<file path="src/serial_port_pkg.sv">
// constants, field layouts and carrier types shared by the serial port design
// assumes a single 40 MHz clock and classic Wishbone register access
// Summary of operation
// - two identical ports, register blocks based at 0x4004_0000 and 0x4005_8000.
// - data register write pushes transmit queue; read pops receive queue.
// - frame size field bits 3:0 gives value plus one bits; resets to zero.
// - reset values cover implemented bits; reserved bits read as zero.
// - control_zero holds bit rate, bus format and frame size; read and write.
// - control_one holds role selection and mode options; read and write.
// - interrupt_clear is write only and clears sticky interrupt flags.
// - format field bits 5:4 selects SPI, synchronous serial, three-wire.
// - SPI clock idles at the idle level bit between frames.
// - SPI samples on first transition if edge bit clear, else second.
// - bit rate equals clock over prescale divisor times rate field plus one.
package serial_port_pkg;

	localparam int          NUM_PORTS = 2;
	localparam int          PAGE_LSB  = 12;
	localparam logic [31:0] PORT_BASE_0 = 32'h4004_0000;
	localparam logic [31:0] PORT_BASE_1 = 32'h4005_8000;

	// register offsets inside one port page
	localparam logic [11:0] OFS_CONTROL_ZERO    = 12'h000;
	localparam logic [11:0] OFS_CONTROL_ONE     = 12'h004;
	localparam logic [11:0] OFS_FIFO_DATA       = 12'h008;
	localparam logic [11:0] OFS_PORT_STATUS     = 12'h00C;
	localparam logic [11:0] OFS_CLOCK_PRESCALE  = 12'h010;
	localparam logic [11:0] OFS_INTERRUPT_MASK  = 12'h014;
	localparam logic [11:0] OFS_RAW_INTERRUPT   = 12'h018;
	localparam logic [11:0] OFS_MASKED_INTERRUPT = 12'h01C;
	localparam logic [11:0] OFS_INTERRUPT_CLEAR = 12'h020;

	// implemented widths and reset values
	localparam int          CTRL0_W    = 16;
	localparam int          CTRL1_W    = 3;
	localparam int          PRESCALE_W = 8;
	localparam int          STATUS_W   = 5;
	localparam int          IRQ_W      = 4;
	localparam int          STICKY_W   = 2;
	localparam logic [CTRL0_W-1:0]    CTRL0_RST    = 16'h0000;
	localparam logic [CTRL1_W-1:0]    CTRL1_RST    = 3'h0;
	localparam logic [PRESCALE_W-1:0] PRESCALE_RST = 8'h00;
	localparam logic [IRQ_W-1:0]      MASK_RST     = 4'h0;
	localparam logic [STICKY_W-1:0]   STICKY_RST   = 2'h0;
	localparam logic [PRESCALE_W-1:0] MIN_PRESCALE = 8'h02;

	// control_zero fields
	localparam int SIZE_LSB        = 0;
	localparam int SIZE_W          = 4;
	localparam int FORMAT_LSB      = 4;
	localparam int FORMAT_W        = 2;
	localparam int IDLE_LEVEL_BIT  = 6;
	localparam int SAMPLE_EDGE_BIT = 7;
	localparam int RATE_LSB        = 8;
	localparam int RATE_W          = 8;

	// control_one fields
	localparam int LOOPBACK_BIT = 0;
	localparam int ENABLE_BIT   = 1;
	localparam int SLAVE_BIT    = 2;

	// port_status bits
	localparam int ST_TX_EMPTY     = 0;
	localparam int ST_TX_NOT_FULL  = 1;
	localparam int ST_RX_NOT_EMPTY = 2;
	localparam int ST_RX_FULL      = 3;
	localparam int ST_BUSY         = 4;

	// interrupt bits; the low two are sticky, the high two are levels
	localparam int IRQ_OVERRUN = 0;
	localparam int IRQ_RX_DONE = 1;
	localparam int IRQ_RX_HALF = 2;
	localparam int IRQ_TX_HALF = 3;

	// queues and frame words
	localparam int WORD_W     = 16;
	localparam int FIFO_DEPTH = 8;
	localparam int FIFO_AW    = 3;
	localparam logic [FIFO_AW:0] FIFO_HALF = 4'h4;
	localparam logic [SIZE_W-1:0] SIZE_MAX = 4'hF;

	typedef enum logic [FORMAT_W-1:0] {FMT_SPI, FMT_SYNC_SERIAL, FMT_THREE_WIRE, FMT_RESERVED} bus_format_t;
	typedef enum logic {SH_IDLE, SH_RUN} shift_state_t;

	// frame settings captured by the shifter when a frame begins
	typedef struct packed {
		logic [SIZE_W-1:0]     frame_size_field;
		logic                  clock_idle_level;
		logic                  clock_sample_edge;
		logic [RATE_W-1:0]     bit_rate_field;
		logic [PRESCALE_W-1:0] prescale_divisor;
		logic                  loopback;
	} frame_cfg_t;

	// serial pins driven by one port
	typedef struct packed {
		logic sck;
		logic mosi;
		logic ssel_n;
		logic drive_en;
	} serial_out_t;

endpackage : serial_port_pkg

</file>
<file path="src/sync_serial_port_regs.sv">
// two synchronous serial ports behind one classic Wishbone slave
// assumes a single-cycle classic master that waits for ack; one clock domain
//
// The implementer's own choice: the Wishbone interface to the registers.
module sync_serial_port_regs
	import serial_port_pkg::*;
(
	// clock and reset
	input  wire logic          clk_i,
	input  wire logic          rst_i,
	// wishbone slave
	input  wire logic          wb_cyc_i,
	input  wire logic          wb_stb_i,
	input  wire logic          wb_we_i,
	input  wire logic [31:0]   wb_adr_i,
	input  wire logic [3:0]    wb_sel_i,
	input  wire logic [31:0]   wb_dat_i,
	output logic [31:0]        wb_dat_o,
	output logic               wb_ack_o,
	// serial lines, one entry per port
	input  wire logic [NUM_PORTS-1:0] miso_i,
	output serial_out_t [NUM_PORTS-1:0] pins_o,
	// interrupt
	output logic               irq_o
);

	localparam logic [NUM_PORTS-1:0][31:0] PORT_BASE = {PORT_BASE_1, PORT_BASE_0};

	logic                       ack_q;
	logic [31:0]                rdata_q;
	logic                       req;
	logic                       req_new;
	logic                       wr_acc;
	logic                       rd_acc;
	logic [11:0]                ofs;
	logic                       aligned;
	logic [NUM_PORTS-1:0]       port_hit;
	logic [NUM_PORTS-1:0][31:0] rd_word;
	logic [NUM_PORTS-1:0]       port_irq;
	logic [31:0]                lane_mask;
	logic [31:0]                rdata_sel;

	// bus phases: a new request is answered one edge later; the write or the
	// queue pop happens on the edge where the master sees ack high
	assign req       = wb_cyc_i & wb_stb_i;
	assign req_new   = req & ~ack_q;
	assign wr_acc    = req & ack_q & wb_we_i;
	assign rd_acc    = req & ack_q & ~wb_we_i;
	assign ofs       = wb_adr_i[PAGE_LSB-1:0];
	assign aligned   = (wb_adr_i[1:0] == 2'h0);
	assign lane_mask = {{8{wb_sel_i[3]}}, {8{wb_sel_i[2]}}, {8{wb_sel_i[1]}}, {8{wb_sel_i[0]}}};
	assign wb_ack_o  = ack_q;
	assign wb_dat_o  = rdata_q;
	assign irq_o     = |port_irq;

	// each port claims its own 4 KiB page; unmapped addresses read zero
	generate
		for (genvar h = 0; h < NUM_PORTS; h++) begin : g_hit
			assign port_hit[h] = aligned
			                   & (wb_adr_i[31:PAGE_LSB] == PORT_BASE[h][31:PAGE_LSB]);
		end
	endgenerate

	// read data is captured with ack so that a queue pop cannot change it
	always_comb begin
		rdata_sel = 32'h0000_0000;
		for (int s = 0; s < NUM_PORTS; s++) begin
			if (port_hit[s]) begin
				rdata_sel = rd_word[s];
			end
		end
	end

	// ack is a single cycle; the master must drop stb before the next access
	always_ff @(posedge clk_i) begin
		if (rst_i) begin
			ack_q   <= 1'b0;
			rdata_q <= 32'h0000_0000;
		end else begin
			ack_q <= req_new;
			if (req_new) begin
				rdata_q <= rdata_sel;
			end
		end
	end

	// one identical port per base address
	generate
		for (genvar p = 0; p < NUM_PORTS; p++) begin : g_port
			logic [CTRL0_W-1:0]    ctrl0_q;
			logic [CTRL1_W-1:0]    ctrl1_q;
			logic [PRESCALE_W-1:0] prescale_q;
			logic [IRQ_W-1:0]      mask_q;
			logic [STICKY_W-1:0]   sticky_q;
			logic [STICKY_W-1:0]   sticky_set;
			logic [STICKY_W-1:0]   sticky_clr;
			logic [31:0]           ctrl0_merge;
			logic [31:0]           ctrl1_merge;
			logic [31:0]           prescale_merge;
			logic [31:0]           mask_merge;
			logic                  wr_ctrl0;
			logic                  wr_ctrl1;
			logic                  wr_data;
			logic                  wr_prescale;
			logic                  wr_mask;
			logic                  wr_clear;
			logic                  rd_data;
			logic [WORD_W-1:0]     tx_word;
			logic [FIFO_AW:0]      tx_count;
			logic                  tx_empty;
			logic                  tx_full;
			logic [WORD_W-1:0]     rx_head;
			logic [WORD_W-1:0]     rx_word;
			logic [FIFO_AW:0]      rx_count;
			logic                  rx_empty;
			logic                  rx_full;
			logic                  rx_valid;
			logic                  busy;
			logic                  start;
			logic                  enabled;
			logic                  is_master;
			logic                  sck;
			logic                  mosi;
			logic                  ssel_n;
			logic [STATUS_W-1:0]   status;
			logic [IRQ_W-1:0]      raw;
			logic [IRQ_W-1:0]      masked;
			logic [WORD_W-1:0]     data_read;
			frame_cfg_t            cfg;
			bus_format_t           fmt;

			// write strobes per register; read-only offsets have none
			assign wr_ctrl0    = wr_acc & port_hit[p] & (ofs == OFS_CONTROL_ZERO);
			assign wr_ctrl1    = wr_acc & port_hit[p] & (ofs == OFS_CONTROL_ONE);
			assign wr_data     = wr_acc & port_hit[p] & (ofs == OFS_FIFO_DATA)
			                   & (|wb_sel_i);
			assign wr_prescale = wr_acc & port_hit[p] & (ofs == OFS_CLOCK_PRESCALE);
			assign wr_mask     = wr_acc & port_hit[p] & (ofs == OFS_INTERRUPT_MASK);
			assign wr_clear    = wr_acc & port_hit[p] & (ofs == OFS_INTERRUPT_CLEAR);
			assign rd_data     = rd_acc & port_hit[p] & (ofs == OFS_FIFO_DATA);

			// byte lanes not selected keep their old contents
			assign ctrl0_merge    = (32'(ctrl0_q) & ~lane_mask) | (wb_dat_i & lane_mask);
			assign ctrl1_merge    = (32'(ctrl1_q) & ~lane_mask) | (wb_dat_i & lane_mask);
			assign prescale_merge = (32'(prescale_q) & ~lane_mask) | (wb_dat_i & lane_mask);
			assign mask_merge     = (32'(mask_q) & ~lane_mask) | (wb_dat_i & lane_mask);

			// mode decode; the reserved format code is run like the non-SPI formats, idle and edge bits ignored
			assign fmt       = bus_format_t'(ctrl0_q[FORMAT_LSB +: FORMAT_W]);
			assign enabled   = ctrl1_q[ENABLE_BIT];
			assign is_master = ~ctrl1_q[SLAVE_BIT];
			assign cfg.frame_size_field  = ctrl0_q[SIZE_LSB +: SIZE_W];
			assign cfg.clock_idle_level  = (fmt == FMT_SPI) & ctrl0_q[IDLE_LEVEL_BIT];
			assign cfg.clock_sample_edge = (fmt == FMT_SPI) & ctrl0_q[SAMPLE_EDGE_BIT];
			assign cfg.bit_rate_field    = ctrl0_q[RATE_LSB +: RATE_W];
			assign cfg.prescale_divisor  = prescale_q;
			assign cfg.loopback          = ctrl1_q[LOOPBACK_BIT];

			// a frame starts whenever an enabled master is idle with data queued
			assign start = enabled & is_master & ~busy & ~tx_empty;

			word_fifo #(
				.WIDTH (WORD_W),
				.DEPTH (FIFO_DEPTH),
				.AW    (FIFO_AW)
			) u_tx_fifo (
				.clk_i   (clk_i),
				.rst_i   (rst_i),
				.push_i  (wr_data),
				.data_i  (wb_dat_i[WORD_W-1:0]),
				.pop_i   (start),
				.data_o  (tx_word),
				.count_o (tx_count),
				.empty_o (tx_empty),
				.full_o  (tx_full)
			);

			serial_shifter u_shifter (
				.clk_i      (clk_i),
				.rst_i      (rst_i),
				.cfg_i      (cfg),
				.start_i    (start),
				.tx_word_i  (tx_word),
				.miso_i     (miso_i[p]),
				.sck_o      (sck),
				.mosi_o     (mosi),
				.ssel_n_o   (ssel_n),
				.busy_o     (busy),
				.rx_valid_o (rx_valid),
				.rx_word_o  (rx_word)
			);

			// a received word that finds the queue full is dropped
			word_fifo #(
				.WIDTH (WORD_W),
				.DEPTH (FIFO_DEPTH),
				.AW    (FIFO_AW)
			) u_rx_fifo (
				.clk_i   (clk_i),
				.rst_i   (rst_i),
				.push_i  (rx_valid),
				.data_i  (rx_word),
				.pop_i   (rd_data),
				.data_o  (rx_head),
				.count_o (rx_count),
				.empty_o (rx_empty),
				.full_o  (rx_full)
			);

			// sticky events and their clears; a set in the clearing cycle wins
			assign sticky_set[IRQ_OVERRUN] = rx_valid & rx_full;
			assign sticky_set[IRQ_RX_DONE] = rx_valid;
			assign sticky_clr = wr_clear ? wb_dat_i[STICKY_W-1:0] : '0;

			// status and raw interrupt views come only from queue, shifter busy and event state; the masked view also takes mask_q
			assign status[ST_TX_EMPTY]     = tx_empty;
			assign status[ST_TX_NOT_FULL]  = ~tx_full;
			assign status[ST_RX_NOT_EMPTY] = ~rx_empty;
			assign status[ST_RX_FULL]      = rx_full;
			assign status[ST_BUSY]         = busy | ~tx_empty;
			assign raw[STICKY_W-1:0]       = sticky_q;
			assign raw[IRQ_RX_HALF]        = (rx_count >= FIFO_HALF);
			assign raw[IRQ_TX_HALF]        = (tx_count <= FIFO_HALF);
			assign masked      = raw & mask_q;
			assign port_irq[p] = |masked;
			assign data_read   = rx_empty ? '0 : rx_head;

			// read view; reserved bits and the clear register read as zero
			assign rd_word[p] =
				(ofs == OFS_CONTROL_ZERO)     ? 32'(ctrl0_q)    :
				(ofs == OFS_CONTROL_ONE)      ? 32'(ctrl1_q)    :
				(ofs == OFS_FIFO_DATA)        ? 32'(data_read)  :
				(ofs == OFS_PORT_STATUS)      ? 32'(status)     :
				(ofs == OFS_CLOCK_PRESCALE)   ? 32'(prescale_q) :
				(ofs == OFS_INTERRUPT_MASK)   ? 32'(mask_q)     :
				(ofs == OFS_RAW_INTERRUPT)    ? 32'(raw)        :
				(ofs == OFS_MASKED_INTERRUPT) ? 32'(masked)     : 32'h0000_0000;

			// pins are only driven by an enabled master; a slave stays off the bus
			assign pins_o[p].sck      = sck;
			assign pins_o[p].mosi     = mosi;
			assign pins_o[p].ssel_n   = ssel_n;
			assign pins_o[p].drive_en = enabled & is_master;

			// software registers; frame settings changed mid-frame act on the next frame, enable and role bits act at once
			always_ff @(posedge clk_i) begin
				if (rst_i) begin
					ctrl0_q    <= CTRL0_RST;
					ctrl1_q    <= CTRL1_RST;
					prescale_q <= PRESCALE_RST;
					mask_q     <= MASK_RST;
				end else begin
					if (wr_ctrl0) begin
						ctrl0_q <= ctrl0_merge[CTRL0_W-1:0];
					end
					if (wr_ctrl1) begin
						ctrl1_q <= ctrl1_merge[CTRL1_W-1:0];
					end
					if (wr_prescale) begin
						prescale_q <= prescale_merge[PRESCALE_W-1:0];
					end
					if (wr_mask) begin
						mask_q <= mask_merge[IRQ_W-1:0];
					end
				end
			end

			// sticky flags: set has priority over a same-cycle clear
			always_ff @(posedge clk_i) begin
				if (rst_i) begin
					sticky_q <= STICKY_RST;
				end else begin
					sticky_q <= (sticky_q & ~sticky_clr) | sticky_set;
				end
			end
		end
	endgenerate

endmodule : sync_serial_port_regs

</file>
<file path="src/word_fifo.sv">
// small first-in first-out queue of words
// assumes the user never relies on a push when full or a pop when empty
module word_fifo #(
	parameter int WIDTH = 16,
	parameter int DEPTH = 8,
	parameter int AW    = 3
) (
	// clock and reset
	input  wire logic          clk_i,
	input  wire logic          rst_i,
	// fill side
	input  wire logic          push_i,
	input  wire logic [WIDTH-1:0] data_i,
	// drain side
	input  wire logic          pop_i,
	output logic [WIDTH-1:0]   data_o,
	// fill level
	output logic [AW:0]        count_o,
	output logic               empty_o,
	output logic               full_o
);

	logic [WIDTH-1:0] mem_q [DEPTH];
	logic [AW-1:0]    wr_q;
	logic [AW-1:0]    rd_q;
	logic [AW:0]      cnt_q;
	logic             do_push;
	logic             do_pop;

	// refused operations leave the queue untouched
	assign do_push = push_i & ~full_o;
	assign do_pop  = pop_i & ~empty_o;
	assign empty_o = (cnt_q == '0);
	assign full_o  = (cnt_q == (AW+1)'(DEPTH));
	assign count_o = cnt_q;
	assign data_o  = mem_q[rd_q];

	// storage is not reset; only the pointers and the count carry control state
	always_ff @(posedge clk_i) begin
		if (do_push) begin
			mem_q[wr_q] <= data_i;
		end
	end

	// pointers wrap naturally since depth is a power of two
	always_ff @(posedge clk_i) begin
		if (rst_i) begin
			wr_q  <= '0;
			rd_q  <= '0;
			cnt_q <= '0;
		end else begin
			wr_q  <= wr_q + AW'(do_push);
			rd_q  <= rd_q + AW'(do_pop);
			cnt_q <= cnt_q + (AW+1)'(do_push) - (AW+1)'(do_pop);
		end
	end

endmodule : word_fifo

</file>
<file path="src/serial_shifter.sv">
// master frame shifter: clock, select and data for one frame at a time
// assumes start is only raised while idle and with a word ready
module serial_shifter
	import serial_port_pkg::*;
(
	// clock and reset
	input  wire logic             clk_i,
	input  wire logic             rst_i,
	// frame request
	input  wire frame_cfg_t       cfg_i,
	input  wire logic             start_i,
	input  wire logic [WORD_W-1:0] tx_word_i,
	// serial data in
	input  wire logic             miso_i,
	// serial lines out
	output logic                  sck_o,
	output logic                  mosi_o,
	output logic                  ssel_n_o,
	// frame result
	output logic                  busy_o,
	output logic                  rx_valid_o,
	output logic [WORD_W-1:0]     rx_word_o
);

	shift_state_t     state_q;
	frame_cfg_t       cfg_q;
	logic [WORD_W-1:0] tx_q;
	logic [WORD_W-1:0] rx_q;
	logic [WORD_W-1:0] rx_word_q;
	logic             rx_valid_q;
	logic [SIZE_W-1:0] bit_q;
	logic             half_q;
	logic [15:0]      cnt_q;
	logic [PRESCALE_W-1:0] pre_eff;
	logic [16:0]      period;
	logic [15:0]      half_len;
	logic             half_end;
	logic             in_bit;
	logic [WORD_W-1:0] size_mask;

	// divisors below the minimum would give a zero-length half bit
	assign pre_eff   = (cfg_q.prescale_divisor < MIN_PRESCALE) ? MIN_PRESCALE
	                 : cfg_q.prescale_divisor;
	assign period    = 17'(pre_eff) * 17'({1'b0, cfg_q.bit_rate_field} + 9'h001);
	assign half_len  = period[16:1];
	assign half_end  = (cnt_q == half_len - 16'h0001);
	assign in_bit    = cfg_q.loopback ? mosi_o : miso_i;
	assign size_mask = 16'hFFFF >> (SIZE_MAX - cfg_q.frame_size_field);

	// clock idles at the level bit, toggles mid-bit; edge bit shifts by half
	assign sck_o      = (state_q == SH_RUN) ? (cfg_q.clock_idle_level ^ half_q
	                    ^ cfg_q.clock_sample_edge) : cfg_i.clock_idle_level;
	assign mosi_o     = tx_q[bit_q];
	assign ssel_n_o   = (state_q != SH_RUN);
	assign busy_o     = (state_q == SH_RUN);
	assign rx_valid_o = rx_valid_q;
	assign rx_word_o  = rx_word_q;

	// data is sampled at mid-bit, which is the first clock transition when
	// the edge bit is clear and the second when set; msb goes first
	always_ff @(posedge clk_i) begin
		if (rst_i) begin
			state_q    <= SH_IDLE;
			cfg_q      <= '0;
			tx_q       <= '0;
			rx_q       <= '0;
			rx_word_q  <= '0;
			rx_valid_q <= 1'b0;
			bit_q      <= '0;
			half_q     <= 1'b0;
			cnt_q      <= '0;
		end else begin
			rx_valid_q <= 1'b0;
			case (state_q)
				SH_IDLE: begin
					if (start_i) begin
						state_q <= SH_RUN;
						cfg_q   <= cfg_i;
						tx_q    <= tx_word_i;
						bit_q   <= cfg_i.frame_size_field;
						half_q  <= 1'b0;
						cnt_q   <= '0;
					end
				end
				SH_RUN: begin
					if (!half_end) begin
						cnt_q <= cnt_q + 16'h0001;
					end else begin
						cnt_q <= '0;
						if (!half_q) begin
							half_q <= 1'b1;
							rx_q   <= {rx_q[WORD_W-2:0], in_bit};
						end else begin
							half_q <= 1'b0;
							if (bit_q == '0) begin
								state_q    <= SH_IDLE;
								rx_valid_q <= 1'b1;
								rx_word_q  <= rx_q & size_mask;
							end else begin
								bit_q <= bit_q - 4'h1;
							end
						end
					end
				end
				default: begin
					state_q <= SH_IDLE;
				end
			endcase
		end
	end

endmodule : serial_shifter

</file>
<file path="config.mk">
export PLATFORM = sky130hd
export DESIGN_NAME = sync_serial_port_regs
export DESIGN_NICKNAME = d
export VERILOG_FILES = /design/src/serial_port_pkg.sv /design/src/sync_serial_port_regs.sv /design/src/word_fifo.sv /design/src/serial_shifter.sv
export SDC_FILE = /design/constraint.sdc
export NUM_CORES = 1
export LEC_CHECK = 0
export BUFFER_PORTS_ARGS = -buffer_cell sky130_fd_sc_hd__buf_2
export CORE_MARGIN = 4
export CORE_UTILIZATION = 25
export CTS_BUF_LIST = sky130_fd_sc_hd__clkbuf_2 sky130_fd_sc_hd__clkbuf_4 sky130_fd_sc_hd__clkbuf_8
export DETAILED_ROUTE_END_ITERATION = 16
export RECOVER_POWER = 100
export REMOVE_ABC_BUFFERS = 1
export SYNTH_ARGS = -nofsm -noshare
export SYNTH_HDL_FRONTEND = slang
export SYNTH_SLANG_ARGS = --single-unit
export TNS_END_PERCENT = 20
</file>
<file path="constraint.sdc">
create_clock -name clk_i -period 8.6 [get_ports clk_i]
set_clock_uncertainty 0.2 [all_clocks]
set_input_delay 1.29 -clock clk_i [delete_from_list [all_inputs] [get_ports clk_i]]
set_output_delay 1.29 -clock clk_i [all_outputs]
set_load 0.02 [all_outputs]
</file>
# Word-level counts from Yosys, hierarchy flattened
# Memory sizes are Yosys's and may differ from the RTL's. A register that Yosys moved wholly into a read port is not among the register bits.
# Cells that the tools add are included.
[word_totals]
ram_bits = 512
reg_bits = 295
mem_count = 4
output_inout_bits = 42
[mem_list]
columns = ["name", "depth", "word_bits", "read_ports", "rd_ports_with_merged_regs", "write_ports", "line_no", "rtl"]
rows = [
  ["g_port[0].u_rx_fifo.mem_q", 8, 16, 1, 1, 1, "word_fifo.sv:23", "logic [WIDTH-1:0] mem_q [DEPTH];"],
  ["g_port[0].u_tx_fifo.mem_q", 8, 16, 1, 1, 1, "word_fifo.sv:23", ""],
  ["g_port[1].u_rx_fifo.mem_q", 8, 16, 1, 1, 1, "word_fifo.sv:23", ""],
  ["g_port[1].u_tx_fifo.mem_q", 8, 16, 1, 1, 1, "word_fifo.sv:23", ""],
]
[op_classes]
n_lt_le_gt_ge = 8
n_shift = 2
n_bitwise = 99
addsub = 26
multipliers = 2
n_eq_ne = 24
n_mux = 78
n_reduce_logical = 24
[ops]
columns = ["operator", "n"]
rows = [
  ["2-to-1 mux 16 bit", 13],
  ["bitwise AND 16 bit", 5],
  ["case mux 16 bit (2 select lines)", 2],
  ["2-to-1 mux 4 bit", 14],
  ["== test 12 x 5 -> 1 bit (second input constant)", 4],
  ["2-to-1 mux 8 bit", 6],
  ["bitwise AND 1 bit", 47],
  ["== test 20 x 19 -> 1 bit (second input constant)", 2],
  ["multiplier 8 x 17 -> 17 bit", 2],
  ["adder 16 x 1 -> 16 bit (second input constant)", 2],
  ["== test 16 bit", 2],
  ["2-to-1 mux 32 bit", 1],
  ["bitwise OR 16 bit", 2],
  ["right shift 16 x 4 -> 16 bit (first input constant)", 2],
  ["subtractor 16 x 1 -> 16 bit (second input constant)", 2],
  ["2-to-1 mux 1 bit", 30],
  ["adder 3 x 1 -> 3 bit", 8],
  ["== test 12 x 4 -> 1 bit (second input constant)", 2],
  ["zero test 4 bit", 6],
  ["adder 8 x 1 -> 9 bit (second input constant)", 2],
  ["NOT 1 bit", 18],
  ["adder 4 x 1 -> 4 bit", 4],
  ["bitwise AND 4 bit", 4],
  ["bitwise AND 8 bit", 2],
  ["other kinds (34)", 81],
]

# Depth between registers and ports, before layout
# Gate-level depths: netlist (run 1).
[depth]
ltp_word = 12
mapped_depth = 28

# By module
# A second synthesis (run 1) with hierarchy kept.
[hier_totals]
cells_unflattened = 3307
hier_area_um2 = 40959.3
[modules_own_cells]
columns = ["mod", "cells_each", "n_inst", "area_each_um2", "seq_area_each_um2"]
rows = [
  ["word_fifo at g_port[0].u_rx_fifo ...", 250, 3, 5492.8, 4043.9],
  ["serial_shifter at g_port[0].u_shifter", 901, 1, 7270.7, 1881.8],
  ["serial_shifter at g_port[1].u_shifter", 859, 1, 7160.6, 1881.8],
  ["word_fifo at g_port[1].u_tx_fifo", 251, 1, 5494.0, 4043.9],
  ["sync_serial_port_regs", 546, 1, 4555.6, 1661.6],
]

# Worst setup path before layout (run 1)
# No wires, ideal clock.
[synth_timing]
path_type = "register to register"
from = "register g_port[1].u_shifter.cfg_q[9] (netlist bit)"
to = "register g_port[1].u_shifter.rx_q[10]"
n_path_buf = 4
required_ps = 8272
setup_time_ps = 128
stages_incl_launch_ff = 28
synth_period_minus_slack_ps = 7247
setup_slack_ps = 1353
arrival_ps = 6919
path_cell_list = "dfxtp_1 > clkbuf_1 > and3_1 > nand3_1 > xnor2_1 > nand2_1 > fa_1 > inv_1 > fa_1 > fa_1 > inv_1 > fa_1 > inv_1 > ha_1 > buf_2 > or4b_1 > nor4b_2 > a311oi_1 > a311o_1 > or3_4 > a2111oi_0 > o21a_2 > o211ai_4 > a2111o_1 > buf_2 > buf_6 > mux2i_1 > nor2_1"
[synth_between]
elab_chain_len = 5
[synth_lines]
columns = ["element", "line_no", "rtl"]
rows = [
  ["from (decl)", "serial_shifter.sv:26", "frame_cfg_t cfg_q;"],
  ["from (signal assigned)", "serial_shifter.sv:78", "cfg_q <= cfg_i;"],
  ["adder 8 x 1 -> 9 bit", "serial_shifter.sv:44", "assign period = 17'(pre_eff) * 17'({1'b0, cfg_q.bit_rate_field} + 9'h001);"],
  ["multiplier 8 x 17 -> 17 bit", "serial_shifter.sv:44", ""],
  ["subtractor 16 x 1 -> 16 bit", "serial_shifter.sv:46", "assign half_end = (cnt_q == half_len - 16'h0001);"],
  ["== test 16 bit", "serial_shifter.sv:46", ""],
  ["AND reduction 3 bit (no line)", "--", ""],
  ["to (signal assigned)", "serial_shifter.sv:92", "rx_q <= {rx_q[WORD_W-2:0], in_bit};"],
  ["to (decl)", "serial_shifter.sv:28", "logic [WORD_W-1:0] rx_q;"],
]
# No other way between the ends.
# A chain may end at the register's enable or synchronous reset.

# Final worst setup path (run 1)
[layout_timing]
from = "register g_port[0].u_shifter.cfg_q[9] (netlist bit)"
to = "register g_port[0].u_shifter.rx_word_q[10]"
[layout_between]
elab_chain_len = 5
[layout_lines]
columns = ["element", "line_no", "rtl"]
rows = [
  ["from (decl)", "serial_shifter.sv:26", ""],
  ["from (signal assigned)", "serial_shifter.sv:78", ""],
  ["adder 8 x 1 -> 9 bit", "serial_shifter.sv:44", ""],
  ["multiplier 8 x 17 -> 17 bit", "serial_shifter.sv:44", ""],
  ["subtractor 16 x 1 -> 16 bit", "serial_shifter.sv:46", ""],
  ["== test 16 bit", "serial_shifter.sv:46", ""],
  ["AND reduction 4 bit (no line)", "--", ""],
  ["to (signal assigned)", "serial_shifter.sv:98", "rx_word_q <= rx_q & size_mask;"],
  ["to (decl)", "serial_shifter.sv:29", "logic [WORD_W-1:0] rx_word_q;"],
]
# No other way between the ends.

==> results of run 1 <==
## power by group through the flow
stage	registers, mW	clock network [mW]	logic, mW
5_1_grt	4.16	3.73	0.0936
3_3_place_gp	4.25	0	0.0876
6_report	4.17	3.46	0.0876
2_1_floorplan	4.25	0	0.0124
4_1_cts	4.16	3.56	0.0888
3_5_place_dp	4.25	0	0.0889
## logic make-up (layout without fill, tap and decap cells)
kind of cell	count (synthesis)	count (layout)	synth area share (%)
AND/OR/NAND/NOR	1028	1028	12.0
flip-flops	823	823	54.4
AO/OA/AOI/OAI	474	474	7.83
buffers and inverters	393	590	4.01
multiplexers	268	268	11.2
adder cells (fa/ha/maj)	214	214	8.41
XOR/XNOR	93	93	2.16
other	1	17	0.00945
## sequential cells by signal (all words and copies together), names as in the netlist, 8 cells and up, named ones only
| signal | flops |
|---|---|
| g_port.u_shifter.cnt_q | 32 |
| g_port.u_tx_fifo.count_o | 8 |
| g_port.u_shifter.cfg_q | 46 |
| g_port.u_rx_fifo.mem_q | 256 |
| g_port.u_tx_fifo.mem_q | 256 |
| g_port.u_shifter.rx_word_o | 32 |
| g_port.u_shifter.rx_q | 32 |
| g_port.u_rx_fifo.count_o | 8 |
| wb_dat_o | 16 |
| g_port.u_shifter.tx_q | 32 |
| g_port.u_shifter.bit_q | 8 |
## routing by layer
metal	global-route usage, %	share of wire, %	wire length (um)	vias to the layer above
met2	17.8	45	43700	768
met4	3.75	2.5	2400	0
met1	15.6	44	43200	12979
met5	0	0	0	-
met3	3.77	8.5	8320	138
li1	-	-	-	12123
## placed cells by master (no fill, tap or decap), drive strengths merged, types with 29 or more instances in the layout
cell,count
fa,88
inv,205
edfxtp,512
nand2,358
buf,75
nor3,41
dfxtp,311
ha,126
and2,38
mux4,138
a211oi,57
nand2b,47
nor2,263
mux2i,117
a21oi,191
clkbuf,273
xor2,30
clkinv,29
xnor2,60
nand3,119
o21ai,50
nor2b,54
## critical path: stages, from the launching register on
cell       delay [ns]
dfxtp_1          0.59
ha_1             0.26
xor2_1           0.59
nand2_1          0.16
fa_1             0.41
inv_1            0.07
fa_1             0.43
fa_1             0.54
inv_1            0.05
fa_1             0.47
inv_1            0.04
ha_1             0.34
a21o_1           0.22
or3_1            0.37
a221oi_1         0.59
nor4b_2          0.58
nand4_1          0.19
xnor2_1          0.25
nand4b_1         0.32
nor4_1           0.48
buf_4            0.39
o2111ai_1        0.18
a21oi_1          0.20
## cell type report
cell class | instances | area [um2]
multi-input combinational | 2093 | 16600
tap | 2058 | 2570
sequential | 823 | 21600
clock inverter | 44 | 353
fill | 15976 | 112000
clock buffer | 194 | 2380
timing repair buffer | 154 | 792
antenna | 1 | 2.50
inverter | 198 | 743
## path summary, 6_finish.rpt
kind                                                   start                                 to  cells past startpoint
worst max-delay path            g_port[0].u_shifter.cfg_q[9]  g_port[0].u_shifter.rx_word_o[10]                     22
worst min-delay path                             wb_dat_o[4]                        wb_dat_o[4]                      2
worst max register to register  g_port[0].u_shifter.cfg_q[9]  g_port[0].u_shifter.rx_word_o[10]                     22
worst min register to register                   wb_dat_o[4]                        wb_dat_o[4]                      2
## per-stage QoR
step           power, mW  utilization, %
2_1_floorplan       4.26               -
3_3_place_gp        4.34            27.1
3_5_place_dp        4.34            27.1
4_1_cts             7.82            28.8
5_1_grt             7.99            28.7
6_report            7.71            28.7
==> flow_summary.yaml, run 1 <==
sta:
  setup_viol: 0
  fmax_mhz: 124
  slew_headroom_pct: -107
  grt_setup_unrepaired: "false"
  holdWs_ns: 0.266
  worst_pin_slew_ns: 3.08
  tns_ns: 0
  fin_crit_ns: 8.06
  timing_hold_violations_final: 0
  drv_slew: 234
  setup_slack_ns: 0.542
  post-route-period-util_pct: 93.7
worst_setup_path:
  cp_data_required_time_ns: 9.10
  critPathArrivalTime_ns: 8.56
  crit_fanout: 28
  critical_path_class: "flip-flop to flip-flop"
  crit_path_end_kind: "flip-flop"
  r2r_slack_ns: 0.54
  worst_setup_path_start_kind: "flip-flop"
clock_tree:
  cts-hold-fix-buffers: 0
  post_cts_buffers: 0
  root_buffer: "clkbuf_8"
  cts_tree: "yes"
  ctsResizeCount: 0
  numCtsBuffers: 131
  clk_path_buf_depth: 3
  htreeDepth: 4
  cts_sinks: 823
  clk_latency_ns: 0.81
  cts.clk_slew.worst_paths_ns: 0.06
pwr:
  static-leakage-power_nw: 15.4
  seq_power_share_pct: 54.0
  clkPwrFrac_pct: 44.8
  p_int_mw: 6.06
  p_comb_share_pct: 1.1
  powerDensity_nw_per_um2: 171
  swShare_pct: 21.4
  peakVddDrop_mv: 0.132
  switchingPower_mw: 1.65
layout:
  final_area_um2: 45000
  drive_gt1_share_pct: 13.8
  synthToLayoutAreaGrowth_pct: 13.4
  final_cells: 5565
  fin_nets: 3690
global_routing:
  gr-total-overflow: 0
  grt_use_total_pct: 11.7
  grt_pass1_vias: 25384
  grt_max_degree: 205
  antenna_found_initial: 2
  grt_pass1_wl_mm: 149
synth:
  yosys-top-cells-area: "edfxtp_1 (39%), dfxtp_1 (16%), mux4_2 (7.8%)"
  synth_most_common_cell: "edfxtp_1"
  synth.avg_cell_area_um2: 12.0
  yosys.area.top_type_share_pct: 38.7
  netlist_instances: 3294
  ys_ff_latch: 823
  async_flop_share_pct: 0
  synth_common_cells: "edfxtp_1 (512), nand2_1 (358), dfxtp_1 (311)"
  yosysTopAreaCell: "edfxtp_1"
  syn_area_um2: 39700
  ys_warn_count: 0
  synth-edff-count: 512
  ys_seq_area_share_pct: 54.4
  yosys.cell_types.count: 85
  synth_flop_cell: "edfxtp_1"
die:
  initial_utilization_pct: 25.3
  core_um2: 157000
  rows: 145
  die_w_um: 406
  io_pins: 117
  die_h_um: 406
  dieArea_um2: 165000
status:
  status: "complete, but fails checks"
  violations: "capacitance limit, slew limit"
detailed_routing:
  routed_via_density: 4.67
  totalWireLength_mm: 97.5
  route.detailed.drc: 0
  wire_per_inst_um: 17.5
  postRouteAntennaNets: 0
  dr_total_vias: 26008
  first_pass_iters: 7
  drtIter0Drc: 2142
placement:
  hpwl_mm: 65.2
  dpl_cell_area_um2: 42500
  dp.cells: 5326
  io_buffers: 84
  gp_congestion: 0.846
  pre_cts_ws_ns: 0.545
hold_path:
  hp-class: "flip-flop to flip-flop"
flow_run:
  maxCapViolations: 8
No activity file was read; power rests on OpenSTA's default activity.
==> inputs of run 2 (changes only) <==
--- a/config.mk
+++ b/config.mk
@@ -5,11 +5,13 @@
 export SDC_FILE = /design/constraint.sdc
 export NUM_CORES = 1
 export LEC_CHECK = 0
+export ABC_AREA = 1
 export BUFFER_PORTS_ARGS = -buffer_cell sky130_fd_sc_hd__buf_2
 export CORE_MARGIN = 4
 export CORE_UTILIZATION = 25
 export CTS_BUF_LIST = sky130_fd_sc_hd__clkbuf_2 sky130_fd_sc_hd__clkbuf_4 sky130_fd_sc_hd__clkbuf_8
 export DETAILED_ROUTE_END_ITERATION = 16
+export PLACE_DENSITY = 0.42
 export RECOVER_POWER = 100
 export REMOVE_ABC_BUFFERS = 1
 export SYNTH_ARGS = -nofsm -noshare
==> flow_summary.yaml, run 2 <==
layout:
  fin_nets: 4906
  finish.utilization_pct: 28.7
  drive_gt1_share_pct: 8.94
  top_regs: "g_port.u_rx_fifo.mem_q x256, g_port.u_tx_fifo.mem_q x256, g_port.u_shifter.cfg_q x46"
  final_common_cell: "nand2_1"
  final_cell_mix: "nand2_1 (643), nor2_1 (595), inv_1 (557), edfxtp_1 (512), o21ai_0 (487)"
  final_cells: 6938
  synthToLayoutAreaGrowth_pct: 14.0
clock_tree:
  ctsResizeCount: 0
  clk_path_buf_depth: 3
  cts-hold-fix-buffers: 0
  post_cts_buffers: 0
  clk_latency_ns: 0.87
  cts.clk_slew.worst_paths_ns: 0.06
  numCtsBuffers: 150
  htreeDepth: 4
  cts_tree: "yes"
  root_buffer: "clkbuf_8"
  cts_sinks: 823
detailed_routing:
  first_pass_iters: 6
  postRouteAntennaNets: 0
  dr_total_vias: 30805
  route.detailed.drc: 0
  routed_via_density: 4.44
  totalWireLength_mm: 122
  wire_per_inst_um: 17.6
  drtIter0Drc: 1805
synth:
  ys_warn_count: 0
  async_flop_share_pct: 0
  ys_ff_latch: 823
  yosys.area.top_type_share_pct: 37.2
  syn_area_um2: 41400
  yosysTopAreaCell: "edfxtp_1"
  ys_seq_area_share_pct: 52.2
  yosys-top-cells-area: "edfxtp_1 (37%), dfxtp_1 (15%), o21ai_0 (5.9%)"
  netlist_instances: 4508
  synth_flop_cell: "edfxtp_1"
  synth-edff-count: 512
  synth_common_cells: "nand2_1 (643), nor2_1 (587), inv_1 (556)"
  yosys.cell_types.count: 62
  synth.avg_cell_area_um2: 9.17
  synth_most_common_cell: "nand2_1"
sta:
  fmax_mhz: 135
  slew_headroom_pct: -213
  grt_setup_unrepaired: "false"
  tns_ns: 0
  worst_pin_slew_ns: 4.66
  post-route-period-util_pct: 86.1
  fin_crit_ns: 7.41
  drv_slew: 332
  timing_hold_violations_final: 0
  setup_viol: 0
  setup_slack_ns: 1.19
global_routing:
  grt_max_degree: 127
  gr-total-overflow: 0
  grt_pass1_vias: 30218
  antenna_found_initial: 6
  grt_use_total_pct: 14.0
  grt_pass1_wl_mm: 186
worst_setup_path:
  crit_buf_inv: 3
  cpMostUsedCell: "nand2_1"
  cpMaxStageDelayCell: "nor2_1"
  critical_path_class: "flip-flop to flip-flop"
  crit_path_end_kind: "flip-flop"
  worst_setup_path_start_kind: "flip-flop"
  slowest_delay_ns: 0.61
  crit_fanout: 27
  cp_data_required_time_ns: 9.20
  cp_top_family: "simple AND/OR/NAND/NOR gates"
  critPathArrivalTime_ns: 8.01
flow_run:
  maxCapViolations: 7
status:
  status: "complete, but fails checks"
  violations: "capacitance limit, slew limit"
placement:
  gp_congestion: 0.826
  pre_cts_ws_ns: 1.55
  hpwl_mm: 81.2
  dp.cells: 6654
  io_buffers: 84
die:
  dieArea_um2: 172000
  core_um2: 165000
  die_h_um: 415
  die_w_um: 415
  io_pins: 117
  initial_utilization_pct: 25.1
  rows: 149
pwr:
  powerDensity_nw_per_um2: 175
  static-leakage-power_nw: 17.2
  power_mw: 8.27
  peakVddDrop_mv: 0.141
hold_path:
  hp-class: "flip-flop to flip-flop"
## run 2: layout make-up
class / count / area (um2)
Antenna cell: 4 / 10.0
Clock buffer: 221 / 2680
Clock inverter: 59 / 553
Fill cell: 17535 / 117000
Inverter: 576 / 2170
Multi-Input combinational cell: 2911 / 16700
Sequential cell: 823 / 21600
Tap cell: 2189 / 2740
Timing Repair Buffer: 155 / 753
## run 2: tightest hold or removal path: cells and delay by family, from the launching register on
kind	cells	cell delay (ns)
AOI/OAI and AO/OA	1	0.05
DFF	1	0.31
and+or+nand+nor	1	0.06
## run 2: cell families (layout without fill, tap and decap cells)
logic type	Yosys count	after routing	share of synthesized area (%)
adder cells (fa/ha/maj)	214	214	8.07
AO/OA/AOI/OAI	964	964	13.0
buffers and inverters	789	1011	7.55
other	1	20	0.00907
AND/OR/NAND/NOR	1619	1619	16.8
XOR/XNOR	34	34	0.738
multiplexers	64	64	1.55
flip-flops	823	823	52.2
## run 2: per-stage QoR
step | hold slack, ns | instance area (um2)
global placement | 0.253 | 44300
global route | 0.284 | 47200
CTS | 0.262 | 47500
floorplan | 0.232 | 40500
detailed placement | 0.252 | 44300
finish | 0.265 | 47200
## run 2: final timing paths
kind	from	endpoint	slack, ns	cells past startpoint
worst min-delay path	wb_dat_o[7]	wb_dat_o[7]	0.27	2
worst max register to register	g_port[1].u_shifter.cfg_q[9]	g_port[1].u_shifter.rx_word_o[2]	1.19	32
worst min register to register	wb_dat_o[7]	wb_dat_o[7]	0.27	2
worst max-delay path	g_port[1].u_shifter.cfg_q[9]	g_port[1].u_shifter.rx_word_o[2]	1.19	32
## run 2: report_power, final
part	total [mW]	switching, mW	internal, mW
sequential	4.17	0.000160	4.17
combinational	0.106	0.0880	0.0182
clock	4.00	1.76	2.24
total	8.27	1.84	6.42
## run 2: metal layers
layer  global-route usage (%)  routed length [um]  vias to the layer above  share of wire [%]
met2                     23.0               57200                      489                 47
li1                         -                   -                    15454                  -
met5                        0                   0                        -                  0
met3                     2.37                4220                      203                3.5
met4                     5.33                4120                        0                3.4
met1                     18.4               56700                    14659                 46
